<file path="config.mk">
export PLATFORM = sky130hd
export DESIGN_NAME = nor_flash_host
export DESIGN_NICKNAME = d
export VERILOG_FILES = /design/src/rtl/nor_bus_pkg.sv /design/src/rtl/nor_flash_host.sv
export SDC_FILE = /design/constraint.sdc
export NUM_CORES = 1
export LEC_CHECK = 0
export BUFFER_PORTS_ARGS = -buffer_cell sky130_fd_sc_hd__clkbuf_2
export CORE_AREA = 2 2 132 134
export DETAILED_ROUTE_END_ITERATION = 10
export DIE_AREA = 0 0 134 136
export PLACE_DENSITY_LB_ADDON = 0.12
export SKIP_LAST_GASP = 1
export SYNTH_ARGS = -nofsm -noshare
export SYNTH_HDL_FRONTEND = slang
export SYNTH_SLANG_ARGS = --single-unit
</file>
<file path="constraint.sdc">
create_clock -name core_clk -period 3.3 [get_ports core_clk]
set_clock_uncertainty 0.15 [all_clocks]
set_input_delay 0.495 -clock core_clk [delete_from_list [all_inputs] [get_ports core_clk]]
set_output_delay 0.495 -clock core_clk [all_outputs]
set_load 0.005 [all_outputs]
</file>
<file path="src/rtl/nor_bus_pkg.sv">
// package: pin levels, operation codes and timing constants for the flash bus controller
`default_nettype none
package nor_bus_pkg;
  localparam int ADDR_W = 20;
  localparam int DATA_W = 16;
  localparam int BYTE_W = 8;
  localparam int SECTOR_LSB = 12;
  // command register offsets (byte addresses)
  localparam logic [3:0] OFF_CTRL = 4'h0;
  localparam logic [3:0] OFF_ADDR = 4'h4;
  localparam logic [3:0] OFF_WDATA = 4'h8;
  localparam logic [3:0] OFF_RDATA = 4'hC;
  // control fields: [2:0] op, [3] wordMode, [4] protectLevel, [5] resetReq
  localparam int CTL_OP_LSB = 0;
  localparam int CTL_WORD_BIT = 3;
  localparam int CTL_WP_BIT = 4;
  localparam int CTL_RST_BIT = 5;
  localparam logic [2:0] OP_NONE = 3'h0;
  localparam logic [2:0] OP_READ = 3'h1;
  localparam logic [2:0] OP_WRITE = 3'h2;
  localparam logic [2:0] OP_PROTECT = 3'h3;
  localparam logic [2:0] OP_UNPROTECT = 3'h4;
  // protect/unprotect address pattern: A6 select, A3..A0 = 0010
  localparam int PROT_SEL_BIT = 6;
  localparam logic [3:0] PROT_LOW_PAT = 4'h2;
  // timing: access/strobe time and reset pulse width, in ns
  localparam int CLK_NS = 8;
  localparam int ACCESS_NS = 70;
  localparam int WE_PULSE_NS = 35;
  localparam int RESET_PULSE_NS = 500;
  localparam int RECOVER_NS = 50;
  localparam int ACCESS_CYC = (ACCESS_NS + CLK_NS - 1) / CLK_NS;
  localparam int WE_CYC = (WE_PULSE_NS + CLK_NS - 1) / CLK_NS;
  localparam int RESET_CYC = (RESET_PULSE_NS + CLK_NS - 1) / CLK_NS;
  localparam int RECOVER_CYC = (RECOVER_NS + CLK_NS - 1) / CLK_NS;
  localparam int CNT_W = 8;
  localparam logic [DATA_W-1:0] ZERO_DATA = 16'h0000;
  // state codes, one-hot
  typedef enum logic [5:0] {
    ST_IDLE = 6'h01, ST_READ = 6'h02, ST_WRITE = 6'h04,
    ST_PROT = 6'h08, ST_RESET = 6'h10, ST_RECOVER = 6'h20
  } state_t;
  // strobe group driven toward the flash
  typedef struct packed {
    logic chipSelN;
    logic outEnN;
    logic writeStrobeN;
    logic resetN;
    logic highVoltReset;
    logic writeProtN;
    logic byteModeN;
  } ctrl_pins_t;
endpackage : nor_bus_pkg
`default_nettype wire

</file>
<file path="src/rtl/nor_flash_host.sv">
// host-side controller that drives the parallel flash bus pins
// Function
// read: select low, output enable low, strobe high
// write: strobe and select low, enable high
// flash reads array after power-up and reset
// flash stays array-read until command written
// commands latch internally, no addressable location
// word mode: all sixteen data pins used
// byte mode: low byte, top pin addresses
// address range follows width; sector from bit 12
// program data width follows width select
// bypass program two writes, else four
// sector, multi-sector or whole-array erase
// identification codes on low eight pins
// status bits read during program/erase
// protect: high-voltage reset, A6 picks direction
// write-protect low keeps boot sector locked
// output enable high floats data pins
// reset aborts, floats outputs, ignores access
// standby floats outputs
// ready/busy stays busy during reset recovery
// illegal strobe mixes do nothing
//
// The address map and the address-and-strobe port were chosen for this implementation.
`timescale 1ns/1ps
`default_nettype none
module nor_flash_host
  import nor_bus_pkg::*;
(
  input wire logic core_clk,
  input wire logic reset,
  input wire logic [3:0] busAddr,
  input wire logic [31:0] busWrData,
  input wire logic busWrite,
  input wire logic busRead,
  output logic [31:0] busRdData,
  output ctrl_pins_t pins,
  output logic [ADDR_W-1:0] flashAddr,
  output logic [DATA_W-1:0] dataOut,
  output logic [DATA_W-1:0] dataOe,
  input wire logic [DATA_W-1:0] dataIn,
  input wire logic ready_busy_n
);
  state_t state_reg;
  state_t state_next;
  logic [CNT_W-1:0] cnt_reg;
  logic [2:0] op_reg;
  logic wordMode_reg;
  logic protectLevel_reg;
  logic [ADDR_W:0] addr_reg;
  logic [DATA_W-1:0] wdata_reg;
  logic [DATA_W-1:0] rdata_reg;
  logic [1:0] rdySync_reg;
  logic [DATA_W-1:0] dinMeta_reg;
  logic [DATA_W-1:0] dinSync_reg;
  logic cntDone;
  logic busy;

  assign cntDone = (cnt_reg == '0);
  assign busy = (state_reg != ST_IDLE);

  // pin inputs pass two flops before any logic reads them
  // ready/busy is trusted only from the second stage, so a slow rise cannot fool the recovery wait
  always_ff @(posedge core_clk) begin
    if (reset) begin
      rdySync_reg <= 2'h0;
      dinMeta_reg <= ZERO_DATA;
      dinSync_reg <= ZERO_DATA;
    end else begin
      rdySync_reg <= {rdySync_reg[0], ready_busy_n};
      dinMeta_reg <= dataIn;
      dinSync_reg <= dinMeta_reg;
    end
  end
  // software command registers; a start is refused while busy
  always_ff @(posedge core_clk) begin
    if (reset) begin
      op_reg <= OP_NONE;
      wordMode_reg <= 1'b1;
      protectLevel_reg <= 1'b1;
      addr_reg <= '0;
      wdata_reg <= ZERO_DATA;
    end else begin
      // the op stays until recovery: the protect phase re-reads it every cycle for the direction bit
      if (state_reg == ST_RECOVER) op_reg <= OP_NONE;
      if (busWrite && busAddr == OFF_CTRL) begin
        wordMode_reg <= busWrData[CTL_WORD_BIT];
        protectLevel_reg <= busWrData[CTL_WP_BIT];
        if (!busy) op_reg <= busWrData[CTL_RST_BIT] ? OP_NONE : busWrData[CTL_OP_LSB +: 3];
      end
      if (busWrite && busAddr == OFF_ADDR) addr_reg <= busWrData[ADDR_W:0];
      if (busWrite && busAddr == OFF_WDATA) wdata_reg <= busWrData[DATA_W-1:0];
    end
  end

  // next state: one operation per start, reset goes through recovery
  always_comb begin
    state_next = state_reg;
    unique case (state_reg)
      ST_IDLE: begin
        if (busWrite && busAddr == OFF_CTRL && busWrData[CTL_RST_BIT]) state_next = ST_RESET;
        else if (op_reg == OP_READ) state_next = ST_READ;
        else if (op_reg == OP_WRITE) state_next = ST_WRITE;
        else if (op_reg == OP_PROTECT || op_reg == OP_UNPROTECT) state_next = ST_PROT;
      end
      ST_READ, ST_WRITE, ST_PROT: if (cntDone) state_next = ST_RECOVER;
      ST_RESET: if (cntDone) state_next = ST_RECOVER;
      ST_RECOVER: if (cntDone && rdySync_reg[1]) state_next = ST_IDLE;
    endcase
  end

  // state and cycle counter
  // a phase lasts its count plus one cycle, since the exit edge is the one that sees zero
  always_ff @(posedge core_clk) begin
    if (reset) begin
      state_reg <= ST_RESET;
      cnt_reg <= CNT_W'(RESET_CYC);
    end else begin
      state_reg <= state_next;
      if (state_next != state_reg) begin
        unique case (state_next)
          ST_READ: cnt_reg <= CNT_W'(ACCESS_CYC);
          ST_WRITE, ST_PROT: cnt_reg <= CNT_W'(WE_CYC);
          ST_RESET: cnt_reg <= CNT_W'(RESET_CYC);
          ST_RECOVER: cnt_reg <= CNT_W'(RECOVER_CYC);
          default: cnt_reg <= '0;
        endcase
      end else if (!cntDone) begin
        cnt_reg <= cnt_reg - 1'b1;
      end
    end
  end

  // capture read data at the end of the access time
  // the synchronised copy lags the pins by two cycles, so the value kept is the pin level 64 ns after output enable falls, short of the 70 ns access time
  always_ff @(posedge core_clk) begin
    if (reset) rdata_reg <= ZERO_DATA;
    else if (state_reg == ST_READ && cntDone)
      rdata_reg <= wordMode_reg ? dinSync_reg : {8'h00, dinSync_reg[BYTE_W-1:0]};
  end

  // pin drive from registers; no state mixes output enable with write strobe
  always_ff @(posedge core_clk) begin
    if (reset) begin
      pins <= '{chipSelN: 1'b1, outEnN: 1'b1, writeStrobeN: 1'b1, resetN: 1'b0,
                highVoltReset: 1'b0, writeProtN: 1'b1, byteModeN: 1'b1};
      flashAddr <= '0;
      dataOut <= ZERO_DATA;
      dataOe <= ZERO_DATA;
    end else begin
      pins.chipSelN <= !(state_next inside {ST_READ, ST_WRITE, ST_PROT});
      pins.outEnN <= (state_next != ST_READ);
      pins.writeStrobeN <= !(state_next inside {ST_WRITE, ST_PROT});
      pins.resetN <= (state_next != ST_RESET);
      pins.highVoltReset <= (state_next == ST_PROT);
      pins.writeProtN <= protectLevel_reg;
      pins.byteModeN <= wordMode_reg;
      // address pins carry bits 20:1 in both modes; byte mode adds bit 0 on the top data pin
      // select, strobe and address move on one edge: the flash takes the address as the strobe
      // falls and the data as it rises, and the data word stays put after the rise
      flashAddr <= addr_reg[ADDR_W:1];
      if (state_next == ST_PROT) begin
        flashAddr[SECTOR_LSB-1:0] <= '0;
        flashAddr[3:0] <= PROT_LOW_PAT;
        flashAddr[PROT_SEL_BIT] <= (op_reg == OP_UNPROTECT);
      end
      // command cycles are plain writes issued by software
      dataOut <= wordMode_reg ? wdata_reg : {addr_reg[0], 7'h00, wdata_reg[BYTE_W-1:0]};
      if (state_next == ST_WRITE || state_next == ST_PROT) dataOe <= wordMode_reg ? 16'hFFFF : 16'h80FF;
      else if (!wordMode_reg) dataOe <= 16'h8000;
      else dataOe <= ZERO_DATA;
    end
  end

  // register read port, data one cycle after strobe; unmapped reads give zero
  always_ff @(posedge core_clk) begin
    if (reset) busRdData <= '0;
    else if (busRead) begin
      unique case (busAddr)
        OFF_CTRL: busRdData <= {24'h0, rdySync_reg[1], busy, protectLevel_reg, wordMode_reg, 1'b0, op_reg};
        OFF_ADDR: busRdData <= {11'h0, addr_reg};
        OFF_WDATA: busRdData <= {16'h0, wdata_reg};
        OFF_RDATA: busRdData <= {16'h0, rdata_reg};
        default: busRdData <= '0;
      endcase
    end
  end

  // pin-level checks on the registered levels the flash actually sees; chk_busy_hold checks the recovery state alone
  chk_read_strobes: assert property (@(posedge core_clk) disable iff (reset)
    !pins.outEnN |-> (!pins.chipSelN && pins.writeStrobeN)) else $error("read pins wrong");
  chk_write_strobes: assert property (@(posedge core_clk) disable iff (reset)
    !pins.writeStrobeN |-> (!pins.chipSelN && pins.outEnN)) else $error("write pins wrong");
  chk_reset_float: assert property (@(posedge core_clk) disable iff (reset)
    !pins.resetN |-> (pins.chipSelN && dataOe[7:0] == 8'h00)) else $error("access during reset");
  chk_oe_release: assert property (@(posedge core_clk) disable iff (reset)
    !pins.outEnN |-> dataOe[7:0] == 8'h00) else $error("contention on read");
  chk_prot_voltage: assert property (@(posedge core_clk) disable iff (reset)
    pins.highVoltReset |-> (!pins.writeStrobeN && flashAddr[3:0] == PROT_LOW_PAT)) else $error("bad protect");
  chk_byte_lanes: assert property (@(posedge core_clk) disable iff (reset)
    !pins.byteModeN |-> dataOe[14:8] == 7'h00) else $error("byte lanes driven");
  chk_wp_follow: assert property (@(posedge core_clk) disable iff (reset)
    pins.writeProtN == $past(protectLevel_reg)) else $error("wp stale");
  chk_busy_hold: assert property (@(posedge core_clk) disable iff (reset)
    (state_reg == ST_RECOVER && !rdySync_reg[1]) |=> state_reg == ST_RECOVER) else $error("left busy");
  chk_prot_select: assert property (@(posedge core_clk) disable iff (reset)
    pins.highVoltReset |-> flashAddr[PROT_SEL_BIT] == (op_reg == OP_UNPROTECT)) else $error("protect direction");
  chk_idle_quiet: assert property (@(posedge core_clk) disable iff (reset)
    (state_reg == ST_IDLE) |-> (pins.chipSelN && dataOe[14:0] == 15'h0000)) else $error("idle not quiet");
  chk_reset_hold: assert property (@(posedge core_clk) disable iff (reset)
    (state_reg == ST_RESET) |-> (!pins.resetN && pins.chipSelN)) else $error("reset pin released");
  chk_recover_quiet: assert property (@(posedge core_clk) disable iff (reset)
    (state_reg == ST_RECOVER) |-> (pins.chipSelN && pins.resetN)) else $error("access in recovery");
  chk_word_lanes: assert property (@(posedge core_clk) disable iff (reset)
    (!pins.writeStrobeN && pins.byteModeN) |-> dataOe == 16'hFFFF) else $error("word lanes idle");

  // sequencing checks: a phase keeps its strobe until the count runs out
  chk_read_hold: assert property (@(posedge core_clk) disable iff (reset)
    (state_reg == ST_READ && !cntDone) |=> !pins.outEnN) else $error("read cut short");
  chk_write_hold: assert property (@(posedge core_clk) disable iff (reset)
    (state_reg inside {ST_WRITE, ST_PROT} && !cntDone) |=> !pins.writeStrobeN) else $error("write cut short");
endmodule : nor_flash_host
`default_nettype wire

</file>
-- Word level (Yosys, flattened, before mapping)
Cells that the tools add are included.
- register bits after elaboration: 197
- logic and storage cells: 88
- output and inout bits: 91
- mux-type cells: 21
- bitwise logic cells: 1
- reduce and logical (&&, ||, !) cells: 18
- add/sub/neg operators: 1
- equality and inequality tests: 23
- operators with widths (kind ; count):
    21-bit case mux with 4 select lines ; 1
    16-bit 2-to-1 mux ; 4
    6-bit 2-to-1 mux ; 6
    6-bit case mux with 4 select lines ; 1
    6-bit case mux with 3 select lines ; 1
    8-bit 2-to-1 mux ; 2
    15-bit 2-to-1 mux ; 1
    6-bit by 2-bit == test with 1-bit output, second input constant ; 2
    6-bit by 3-bit == test with 1-bit output, second input constant ; 2
    6-bit by 4-bit == test with 1-bit output, second input constant ; 2
    6-bit by 5-bit == test with 1-bit output, second input constant ; 2
    6-bit == test, second input constant ; 2
    3-bit 2-to-1 mux ; 4
    4-bit == test, second input constant ; 2
    8-bit zero test ; 1
    8-bit by 1-bit subtractor with 8-bit output, second input constant ; 1
    7-bit 2-to-1 mux ; 1
    3-bit by 2-bit == test with 1-bit output, second input constant ; 2
    6-bit by 1-bit == test with 1-bit output, second input constant ; 1
    1-bit logical AND ; 6
    6-bit by 1-bit != test with 1-bit output, second input constant ; 1
    6-bit by 2-bit != test with 1-bit output, second input constant ; 1
    6-bit by 5-bit != test with 1-bit output, second input constant ; 1
    6-bit != test ; 1
    other kinds (12) ; 16

-- Depth between registers and ports, before layout
Gate-level depths: netlist of run 1.
- depth after elaboration: 11
- gate-level depth with buffers: 10
- gate-level depth less buffers: 9

-- Worst setup path before layout of run 1
Ideal clock, no wire load.
- path kind: register to register
- from: register cnt_reg[0]
- to: register flashAddr[10]
- cell stages (with the launch flop): 10
- arrival: 2373 ps
- required time: 3034 ps
- clock period less this slack: 2638 ps
- setup time: 116 ps
- setup slack: 662 ps
- path buffers: 1
- cell sequence: dfxtp_1 > inv_1 > ha_1 > nor4b_4 > nand2_2 > and4_4 > a311o_1 > or4b_4 > buf_6 > and3_1
- word-level cells in the longest chain between the ends: 6
- ends and longest elaborated chain (element ; line ; source):
    from (decl) ; nor_flash_host.sv:46 ; logic [CNT_W-1:0] cnt_reg;
    from (signal assigned) ; nor_flash_host.sv:117 ; cnt_reg <= CNT_W'(RESET_CYC);
    from (signal assigned) ; nor_flash_host.sv:122 ; ST_READ: cnt_reg <= CNT_W'(ACCESS_CYC);
    from (signal assigned) ; nor_flash_host.sv:123 ; ST_WRITE, ST_PROT: cnt_reg <= CNT_W'(WE_CYC);
    8-bit zero test (*) ; nor_flash_host.sv:59 ; assign cntDone = (cnt_reg == '0);
    1-bit logical AND ; nor_flash_host.sv:108 ; ST_RECOVER: if (cntDone && rdySync_reg[1]) state_next = ST_IDLE;
    6-bit 2-to-1 mux ; nor_flash_host.sv:108 ;
    6-bit case mux with 3 select lines (*) ; nor_flash_host.sv:99 ; unique case (state_reg)
    6-bit by 4-bit == test with 1-bit output (*) ; nor_flash_host.sv:162 ; if (state_next == ST_PROT) begin
    2-bit OR reduction (no source line) (*) ; - ;
    to (signal assigned) ; nor_flash_host.sv:161 ; flashAddr <= addr_reg[ADDR_W:1];
    to (signal, indexed assignment) ; nor_flash_host.sv:165 ; flashAddr[PROT_SEL_BIT] <= (op_reg == OP_UNPROTECT);
    to (decl) ; nor_flash_host.sv:38 ; output logic [ADDR_W-1:0] flashAddr,
Mark *: on every way between the ends. The rest lies on a longest branch, timed or not.
A chain may end at the register's enable or synchronous reset.

-- Worst setup path in the final report of run 1
- from: register state_reg[3]
- to: register cnt_reg[3]
- word-level cells in the longest chain between the ends: 9
- ends and longest elaborated chain (element ; line ; source):
    from (decl) ; nor_flash_host.sv:44 ; state_t state_reg;
    from (signal assigned) ; nor_flash_host.sv:119 ; state_reg <= state_next;
    6-bit 2-to-1 mux ; nor_flash_host.sv:104 ; else if (op_reg == OP_PROTECT || op_reg == OP_UNPROTECT) state_next = ST_PROT;
    6-bit 2-to-1 mux ; nor_flash_host.sv:103 ; else if (op_reg == OP_WRITE) state_next = ST_WRITE;
    6-bit 2-to-1 mux ; nor_flash_host.sv:102 ; else if (op_reg == OP_READ) state_next = ST_READ;
    6-bit 2-to-1 mux ; nor_flash_host.sv:101 ; if (busWrite && busAddr == OFF_CTRL && busWrData[CTL_RST_BIT]) state_next = ST_RESET;
    6-bit case mux with 3 select lines ; nor_flash_host.sv:99 ;
    6-bit by 3-bit == test with 1-bit output or 6-bit by 4-bit == test with 1-bit output (tied branches) ; nor_flash_host.sv:121 ; unique case (state_next)
    2-bit OR reduction ; nor_flash_host.sv:121 ;
    6-bit case mux with 4 select lines ; nor_flash_host.sv:121 ;
    8-bit 2-to-1 mux ; nor_flash_host.sv:120 ; if (state_next != state_reg) begin
    to (signal assigned) ; nor_flash_host.sv:122 ;
    to (signal assigned) ; nor_flash_host.sv:123 ;
    to (signal assigned) ; nor_flash_host.sv:124 ; ST_RESET: cnt_reg <= CNT_W'(RESET_CYC);
Several ways; a longest one is shown, not always the timed one.

==> results of run 1 <==
## layer usage
metal / vias to the layer above / GRT usage
met5: - / 0
met4: 0 / 0.0780
met3: 24 / 0.0399
met2: 189 / 0.320
met1: 2613 / 0.265
li1: 2734 / -
## power groups by stage
| stage | sequential (mW) | clock (mW) | combinational, mW |
|---|---|---|---|
| after floorplan | 2.22 | 0 | 0.219 |
| after global placement | 2.23 | 0 | 0.297 |
| after detailed placement | 2.24 | 0 | 0.302 |
| after CTS | 2.19 | 2.04 | 0.303 |
| after global routing | 2.19 | 2.13 | 0.342 |
| final | 2.19 | 2.00 | 0.304 |
## final cells by class
cell class                      count  area, sq um
Fill cell                        1658         8950
Multi-Input combinational cell    512         2820
Timing Repair Buffer              140          741
Clock buffer                       21          460
Tap cell                          225          282
Clock inverter                     11          133
Inverter                            8         30.0
Sequential cell                   173         3460
## worst reg2reg max path: cells and delay by family (launching register included)
family           cells  cell delay, ns
AND/OR/NAND/NOR      3            0.89
AO/OA/AOI/OAI        4            1.20
flip-flops           1            0.62
## worst min-delay path by stage
stage | startpoint | endpoint | slack (ns) | cells past startpoint
finish | dataIn[12] | dinMeta_reg[12] | 0.13 | 2
global route | dataIn[0] | dinMeta_reg[0] | 0.13 | 2
CTS | dataIn[6] | dinMeta_reg[6] | 0.11 | 2
detailed placement | dinMeta_reg[4] | dinSync_reg[4] | 0.27 | 1
global placement | dinMeta_reg[14] | dinSync_reg[14] | 0.27 | 1
floorplan | dinMeta_reg[0] | dinSync_reg[0] | 0.26 | 1
## kinds of logic (layout without fill, tap and decap cells)
kind of cell,after synthesis,count (layout),share of synthesized area
other,1,11,0.000564
adder cells (fa/ha/maj),1,1,0.00188
buffers and inverters,79,180,0.0621
XOR/XNOR,7,7,0.00922
flip-flops,173,173,0.521
AO/OA/AOI/OAI,159,159,0.151
AND/OR/NAND/NOR,329,329,0.247
multiplexers,5,5,0.00772
## cells in the final DEF, fill, tap and decap left out, types with 6 or more instances in the layout
cell type / n
a21oi_1: 89
a222oi_1: 9
a22oi_1: 16
and2_1: 14
and3_1: 13
buf_4: 16
clkbuf_16: 17
clkbuf_2: 124
conb_1: 11
dfxtp_1: 173
inv_1: 8
nand2_1: 124
nand3_1: 16
nor2_1: 62
nor2b_1: 55
nor3_1: 8
nor3b_1: 7
o21ai_0: 6
## stage by stage
stage | utilization | instances | hold slack, ns | instance area [sq um]
2_1_floorplan | - | 764 | 0.264 | 6690
5_1_grt | 0.470 | 1090 | 0.129 | 7930
6_report | 0.470 | 1090 | 0.126 | 7930
3_3_place_gp | 0.434 | 1058 | 0.269 | 7330
4_1_cts | 0.470 | 1090 | 0.110 | 7930
3_5_place_dp | 0.434 | 1058 | 0.270 | 7330
==> flow_metrics.env, run 1 <==
export IMPL_htreeDepth=4
export IMPL_r2r_cells=7
export IMPL_drt_pass1_iter_count=4
export IMPL_grt_max_degree=78
export IMPL_ant_nets=0
export IMPL_synthCells=754
export IMPL_drive_above_1_share=0.215
export IMPL_grt_total_usage=0.199
export IMPL_r2r_end="cnt_reg[3]"
export IMPL_max_freq_ghz=0.334
export IMPL_worst_setup_path_type="flip-flop to flip-flop"
export IMPL_crit_arrival_ns=3.11
export IMPL_min_period_ns=2.99
export IMPL_cp_num_cells=7
export IMPL_setup_slack_ns=0.310
export IMPL_avgSynthCellArea_sq_um=8.82
export IMPL_finalCritPeriodShare=0.906
export IMPL_p_switching_mw=1.06
export IMPL_hold_violations=0
export IMPL_syn_cell_area_sq_um=6650
export IMPL_power_leakage_nw=3.18
export IMPL_hold_path_class="input pin to flip-flop"
export IMPL_cts_resized=0
export IMPL_slew_headroom=0.455
export IMPL_slew_violations=0
export IMPL_cpLargestDelayFamily="compound AO/OA/AOI/OAI gates"
export IMPL_vias_per_cell=5.10
export IMPL_cts_tree="done"
export IMPL_clock_path_buffers=2
export IMPL_layout_nets=910
export IMPL_grt_pass1_wl_um=28200
export IMPL_yosys_top_cells_count="173 x dfxtp_1, 124 x nand2_1, 89 x a21oi_1"
export IMPL_tightestPinTransition_ns=0.816
export IMPL_r2r_setup_slack_ns=0.31
export IMPL_drt_iter0_drc=500
export IMPL_synth_top_cell_by_area="dfxtp_1"
export IMPL_ir_drop_mv=0.353
export IMPL_required_ns=3.42
export IMPL_comb_power_share=0.068
export IMPL_numPortBuffers=125
export IMPL_synth_seq_area_share=0.521
export IMPL_cp_max_fo=13
export IMPL_synth_flop_cell="dfxtp_1"
export IMPL_netlist_top_cells_area="dfxtp_1 52%, nand2_1 7.0%, a21oi_1 6.7%"
export IMPL_cts_buffers=17
export IMPL_dp_worst_setup_slack_ns=0.354
export IMPL_dieArea_sq_um=18200
export IMPL_crit_top_cell="o211ai_1"
export IMPL_synth_seq_cells=173
export IMPL_clkPwrFrac=0.445
export IMPL_crit_path_end="cnt_reg[3]"
export IMPL_setup_viol=0
export IMPL_cts_root_buffer="clkbuf_16"
export IMPL_overflow=0
export IMPL_drt_met1_wl_um=8050
export IMPL_yosysMostFrequentCell="dfxtp_1"
export IMPL_dp_hpwl_um=12400
export IMPL_wl_met2_um=8410
export IMPL_finalWirelength_um=17800
export IMPL_start_util=0.394
export IMPL_n_antenna_cell=0
export IMPL_grt_pass1_vias=5258
export IMPL_synth_cell_type_count=63
export IMPL_slowest_stage="dfxtp_1"
export IMPL_start_kind="flip-flop"
export IMPL_ys_async_sr_fraction=0
export IMPL_cp_num_buf_inv=0
export IMPL_cts_setup_buffers=0
export IMPL_cts_sinks=173
export IMPL_die_h_um=136
export IMPL_switching_share=0.235
export IMPL_path_clk_slew_ns=0.06
export IMPL_place_congestion=0.846
export IMPL_outcome="finished, final reports clean"
export IMPL_drv_cap=0
export IMPL_synth_edf_count=0
export IMPL_top_layer="met4"
export IMPL_drc=0
export IMPL_p_seq_frac=0.488
export IMPL_critical_path_cell_chain="and2b_1, o211ai_1, nand2_1, o32ai_1, o2111ai_1, nor2_1, o211ai_1"
export IMPL_r2r_start="state_reg[3]"
export IMPL_worstSetupStartpoint="state_reg[3]"
export IMPL_wire_per_inst_um=16.3
export IMPL_synth_top_cell_area_share=0.521
export IMPL_num_rows=48
export IMPL_fin_total_pwr_mw=4.49
export IMPL_ctsHoldBuffers=0
export IMPL_wl_met3_um=1010
export IMPL_ios=148
export IMPL_die_x_um=134
export IMPL_p_int_mw=3.43
export IMPL_syn_to_final_growth_pct=19.2
export IMPL_critPathMaxStageDelay_ns=0.62
export IMPL_fin_setup_tns_ns=0
export IMPL_core_area_sq_um=16900
export IMPL_vias=5560
export IMPL_grt_antenna_before_repair=0
export IMPL_yosys_warnings=0
export IMPL_rsz0062_at_grt="false"
export IMPL_worst_setup_path_end_kind="flip-flop"
export IMPL_clk_insertion_delay_late_ns=0.42
export IMPL_powerDensity_nw_per_um2=566
No activity file was read; power rests on OpenSTA's default activity.
==> run 2: changes to the inputs <==
- ABC_AREA: unset -> 0
- CORE_AREA: 2 2 132 134 -> 2 2 114 116
- DIE_AREA: 0 0 134 136 -> 0 0 116 118
- REMOVE_ABC_BUFFERS: unset -> 1
==> run 2 against run 1 <==
Final cell count decreased by 5.0%. Core utilization up 16 points. Global-route usage up 5.0 points. Critical path type unchanged. Critical endpoint unchanged. Hold slack got worse by 0.00089 ns. Largest cell class unchanged. Register-to-register slack worse by 0.02 ns. Design area fell by 1.3%.
==> flow_metrics.env, run 2 (same netlist as run 1, synthesis figures left out) <==
export IMPL_nFillCells=1095
export IMPL_dp_hpwl_um=11300
export IMPL_powerDensity_nw_per_um2=565
export IMPL_wire_per_inst_um=16.1
export IMPL_core_area_sq_um=12400
export IMPL_drt_pass1_iter_count=7
export IMPL_power_leakage_nw=3.17
export IMPL_hold_depth=2
export IMPL_hold_violations=0
export IMPL_outcome="finished, final reports clean"
export IMPL_max_freq_ghz=0.332
export IMPL_cts_resized=0
export IMPL_r2r_end="cnt_reg[3]"
export IMPL_ir_drop_mv=0.460
export IMPL_cts_buffers=17
export IMPL_cp_max_fo=13
export IMPL_vias_per_cell=5.36
export IMPL_slew_headroom=0.351
export IMPL_cp_num_buf_inv=0
export IMPL_r2r_setup_slack_ns=0.29
export IMPL_crit_arrival_ns=3.15
export IMPL_syn_to_final_growth_pct=17.7
export IMPL_overflow=0
export IMPL_grt_max_degree=57
export IMPL_slowest_stage="dfxtp_1"
export IMPL_ctsHoldBuffers=0
export IMPL_dp_worst_setup_slack_ns=0.324
export IMPL_r2r_cells=7
export IMPL_met3_usage=0.0417
export IMPL_use_met1=0.334
export IMPL_place_congestion=0.946
export IMPL_final_common_cell="dfxtp_1"
export IMPL_htreeDepth=4
export IMPL_grt_antenna_before_repair=0
export IMPL_worstHoldStart="dataIn[13]"
export IMPL_fin_cells=1035
export IMPL_worst_setup_path_end_kind="flip-flop"
export IMPL_rsz0062_at_grt="false"
export IMPL_start_util=0.536
export IMPL_r2r_start="state_reg[3]"
export IMPL_drive_above_1_share=0.214
export IMPL_cts_tree="done"
export IMPL_layout_nets=908
export IMPL_hold_path_end="dinMeta_reg[13]"
export IMPL_setup_slack_ns=0.292
export IMPL_drc=0
export IMPL_vias=5550
export IMPL_required_ns=3.45
export IMPL_clock_path_buffers=2
export IMPL_ios=148
export IMPL_critical_path_cell_chain="and2b_1, o211ai_1, nand2_1, o32ai_1, o2111ai_1, nor2_1, o211ai_1"
export IMPL_fin_setup_tns_ns=0
export IMPL_busiest_layer="met2"
export IMPL_hold_path_class="input pin to flip-flop"
export IMPL_setup_viol=0
export IMPL_die_x_um=116
export IMPL_slew_violations=0
export IMPL_cts_sinks=173
export IMPL_grt_pass1_vias=5241
export IMPL_num_rows=41
export IMPL_finalCritPeriodShare=0.911
export IMPL_grt_pass1_wl_um=26400
export IMPL_path_clk_slew_ns=0.07
export IMPL_cpLargestDelayFamily="compound AO/OA/AOI/OAI gates"
export IMPL_clk_insertion_delay_late_ns=0.43
export IMPL_crit_top_cell="o211ai_1"
export IMPL_layout_common_cells="173 x dfxtp_1, 124 x nand2_1, 124 x clkbuf_2, 89 x a21oi_1, 61 x nor2_1"
export IMPL_cts_root_buffer="clkbuf_16"
export IMPL_post_place_cells=1003
export IMPL_numPortBuffers=125
export IMPL_seqCellArea_sq_um=3460
export IMPL_multi_input_area_sq_um=2820
export IMPL_grt_total_usage=0.250
export IMPL_die_h_um=118
export IMPL_cts_setup_buffers=0
export IMPL_n_antenna_cell=0
export IMPL_finalWirelength_um=16700
export IMPL_met2_usage=0.405
export IMPL_ant_nets=0
export IMPL_min_period_ns=3.01
export IMPL_tightestPinTransition_ns=0.972
export IMPL_drt_iter0_drc=407
export IMPL_critPathMaxStageDelay_ns=0.62
export IMPL_dieArea_sq_um=13700
export IMPL_start_kind="flip-flop"
export IMPL_drv_cap=0
export IMPL_worst_setup_path_type="flip-flop to flip-flop"
run 2: cell count changes in the layout (fill, tap and decap cells not counted), sizes merged:
cell	previous run	this run
buf	16	14
clkinv	3	4
inv	11	12
bufinv	2	1
clkinvlp	3	2
run 2: worst max-delay path by stage:
| stage | slack, ns | cells after the start | end | startpoint |
|---|---|---|---|---|
| CTS | 0.30 | 7 | cnt_reg[3] | state_reg[3] |
| global route | 0.02 | 7 | cnt_reg[2] | state_reg[3] |
| finish | 0.29 | 7 | cnt_reg[3] | state_reg[3] |
| global placement | 0.36 | 8 | flashAddr[6] | busWrite |
| detailed placement | 0.32 | 8 | flashAddr[6] | busWrite |
| floorplan | 0.23 | 4 | wdata_reg[0] | busAddr[2] |
run 2: report_power, final:
group	total, mW	switching, mW	leakage [nW]	internal (mW)
registers	2.19	0.0456	1.40	2.14
clock network	1.93	0.836	0.278	1.09
logic	0.304	0.181	1.49	0.122
total	4.42	1.06	3.17	3.36
run 2: per-stage QoR:
| step | hold slack [ns] | instance area (sq um) | power, mW | utilization |
|---|---|---|---|---|
| finish | 0.125 | 7820 | 4.42 | 0.630 |
| global route | 0.132 | 7820 | 4.58 | 0.630 |
| CTS | 0.112 | 7820 | 4.45 | 0.630 |
| detailed placement | 0.270 | 7250 | 2.54 | 0.584 |
| global placement | 0.265 | 7250 | 2.53 | 0.584 |
| floorplan | 0.261 | 6300 | 2.40 | - |
run 2: routing by layer:
layer	up-vias	wire, um
li1	2733	-
met3	26	998
met4	0	244
met2	203	7970
met5	-	0
met1	2588	7450
run 2: cell type report:
class,instances,area share
Multi-Input combinational cell,512,0.360
Inverter,8,0.00384
Clock inverter,11,0.0139
Sequential cell,173,0.443
Timing Repair Buffer,138,0.0928
Clock buffer,21,0.0589
Tap cell,172,0.0275
==> run 3: changes to the inputs <==
- PLACE_DENSITY_LB_ADDON: 0.12 -> 0.05
==> run 3 against run 2 <==
Combinational power barely moved. Design area rose by 0.82%. Core utilization grew 0.51 points. Final cell count increased by 0.29%. Global-route usage is 0.23 points higher. Critical path depth is the same. Hold slack worse by 0.0025 ns. Via count fell by 0.32%. Sequential share of layout area decreased by 0.36 points. Non-clock buffer count is 3 higher. Register-to-register slack gained 0.098 ns. Largest cell class unchanged.
==> flow_metrics.env, run 3 (same netlist as run 1, synthesis figures left out) <==
export IMPL_rsz0062_at_grt="false"
export IMPL_drc=0
export IMPL_overflow=0
export IMPL_min_period_ns=2.91
export IMPL_cts_tree="done"
export IMPL_drt_pass1_iter_count=5
export IMPL_dp_hpwl_um=11400
export IMPL_power_leakage_nw=3.20
export IMPL_start_kind="flip-flop"
export IMPL_cp_max_fo=11
export IMPL_grt_max_degree=59
export IMPL_vias_per_cell=5.33
export IMPL_fin_setup_tns_ns=0
export IMPL_layout_nets=911
export IMPL_setup_slack_ns=0.390
export IMPL_grt_total_usage=0.252
export IMPL_clk_insertion_delay_late_ns=0.43
export IMPL_clock_path_buffers=2
export IMPL_slew_headroom=0.432
export IMPL_ctsHoldBuffers=0
export IMPL_crit_arrival_ns=3.02
export IMPL_cts_sinks=173
export IMPL_place_congestion=0.888
export IMPL_start_util=0.536
export IMPL_layout_common_cells="173 x dfxtp_1, 124 x nand2_1, 124 x clkbuf_2, 89 x a21oi_1, 61 x nor2_1"
export IMPL_final_common_cell="dfxtp_1"
export IMPL_cts_setup_buffers=0
export IMPL_grt_pass1_vias=5130
export IMPL_ir_drop_mv=0.410
export IMPL_grt_antenna_before_repair=0
export IMPL_worst_setup_path_type="flip-flop to flip-flop"
export IMPL_cts_resized=0
export IMPL_dp_worst_setup_slack_ns=0.344
export IMPL_tightestPinTransition_ns=0.852
export IMPL_syn_to_final_growth_pct=18.6
export IMPL_finalCritPeriodShare=0.882
export IMPL_vias=5532
export IMPL_drv_cap=0
export IMPL_core_area_sq_um=12400
export IMPL_ant_nets=0
export IMPL_drive_above_1_share=0.218
export IMPL_slew_violations=0
export IMPL_finalWirelength_um=16800
export IMPL_cts_buffers=17
export IMPL_numPortBuffers=125
export IMPL_max_freq_ghz=0.344
export IMPL_drt_iter0_drc=375
export IMPL_dieArea_sq_um=13700
export IMPL_grt_pass1_wl_um=26700
export IMPL_powerDensity_nw_per_um2=579
export IMPL_num_rows=41
export IMPL_n_antenna_cell=0
export IMPL_htreeDepth=4
export IMPL_worst_setup_path_end_kind="flip-flop"
export IMPL_die_x_um=116
export IMPL_outcome="finished, final reports clean"
export IMPL_die_h_um=118
export IMPL_setup_viol=0
export IMPL_cts_root_buffer="clkbuf_16"
export IMPL_required_ns=3.41
export IMPL_ios=148
export IMPL_path_clk_slew_ns=0.06
export IMPL_hold_violations=0
export IMPL_wire_per_inst_um=16.2
export IMPL_hold_path_class="input pin to flip-flop"
## run 3: cell count changes in the layout (fill, tap and decap cells not counted), sizes merged
cell and delta:
buf +3, bufinv +2, clkbuf -3, clkinvlp -1, inv +2
## run 3: report_power, final
| part | switching, mW | total (mW) | internal, mW |
|---|---|---|---|
| combinational | 0.180 | 0.303 | 0.123 |
| sequential | 0.0472 | 2.19 | 2.14 |
| clock | 0.863 | 2.07 | 1.21 |
## run 3: routing by layer
| layer | GRT usage | wire length, um | vias to the layer above |
|---|---|---|---|
| li1 | - | - | 2739 |
| met1 | 0.337 | 7480 | 2577 |
| met2 | 0.401 | 7960 | 189 |
| met3 | 0.0561 | 1060 | 27 |
| met4 | 0.0856 | 295 | 0 |
| met5 | 0 | 0 | - |
## run 3: final cells by class
class | instances | area, sq um
Fill cell | 1133 | 4530
Inverter | 8 | 30.0
Clock buffer | 18 | 429
Multi-Input combinational cell | 512 | 2820
Sequential cell | 173 | 3460
Clock inverter | 14 | 181
Tap cell | 172 | 215
Timing Repair Buffer | 141 | 748
## run 3: worst max-delay path: stages (launching register included)
cell and delay (ns):
dfxtp_1 0.56, nor2_1 0.15, a32oi_1 0.37, nand2_1 0.29, o32ai_1 0.44, o2111ai_1 0.28, nor2_1 0.35, o211ai_1 0.15
## run 3: worst paths after layout
check / start / to / slack, ns / depth (start not counted)
max: state_reg[4] / cnt_reg[1] / 0.39 / 7
min: dataIn[4] / dinMeta_reg[4] / 0.12 / 2
max reg2reg: state_reg[4] / cnt_reg[1] / 0.39 / 7
min reg2reg: dinSync_reg[10] / rdata_reg[10] / 0.28 / 2
## run 3: through the flow
step | hold WS [ns] | area, sq um | std cells | utilization | total power [mW]
6_report | 0.123 | 7890 | 1038 | 0.635 | 4.56
2_1_floorplan | 0.261 | 6300 | 693 | - | 2.40
5_1_grt | 0.127 | 7890 | 1038 | 0.635 | 4.72
3_5_place_dp | 0.273 | 7280 | 1006 | 0.586 | 2.53
3_3_place_gp | 0.265 | 7280 | 1006 | 0.586 | 2.53
4_1_cts | 0.114 | 7890 | 1038 | 0.635 | 4.59
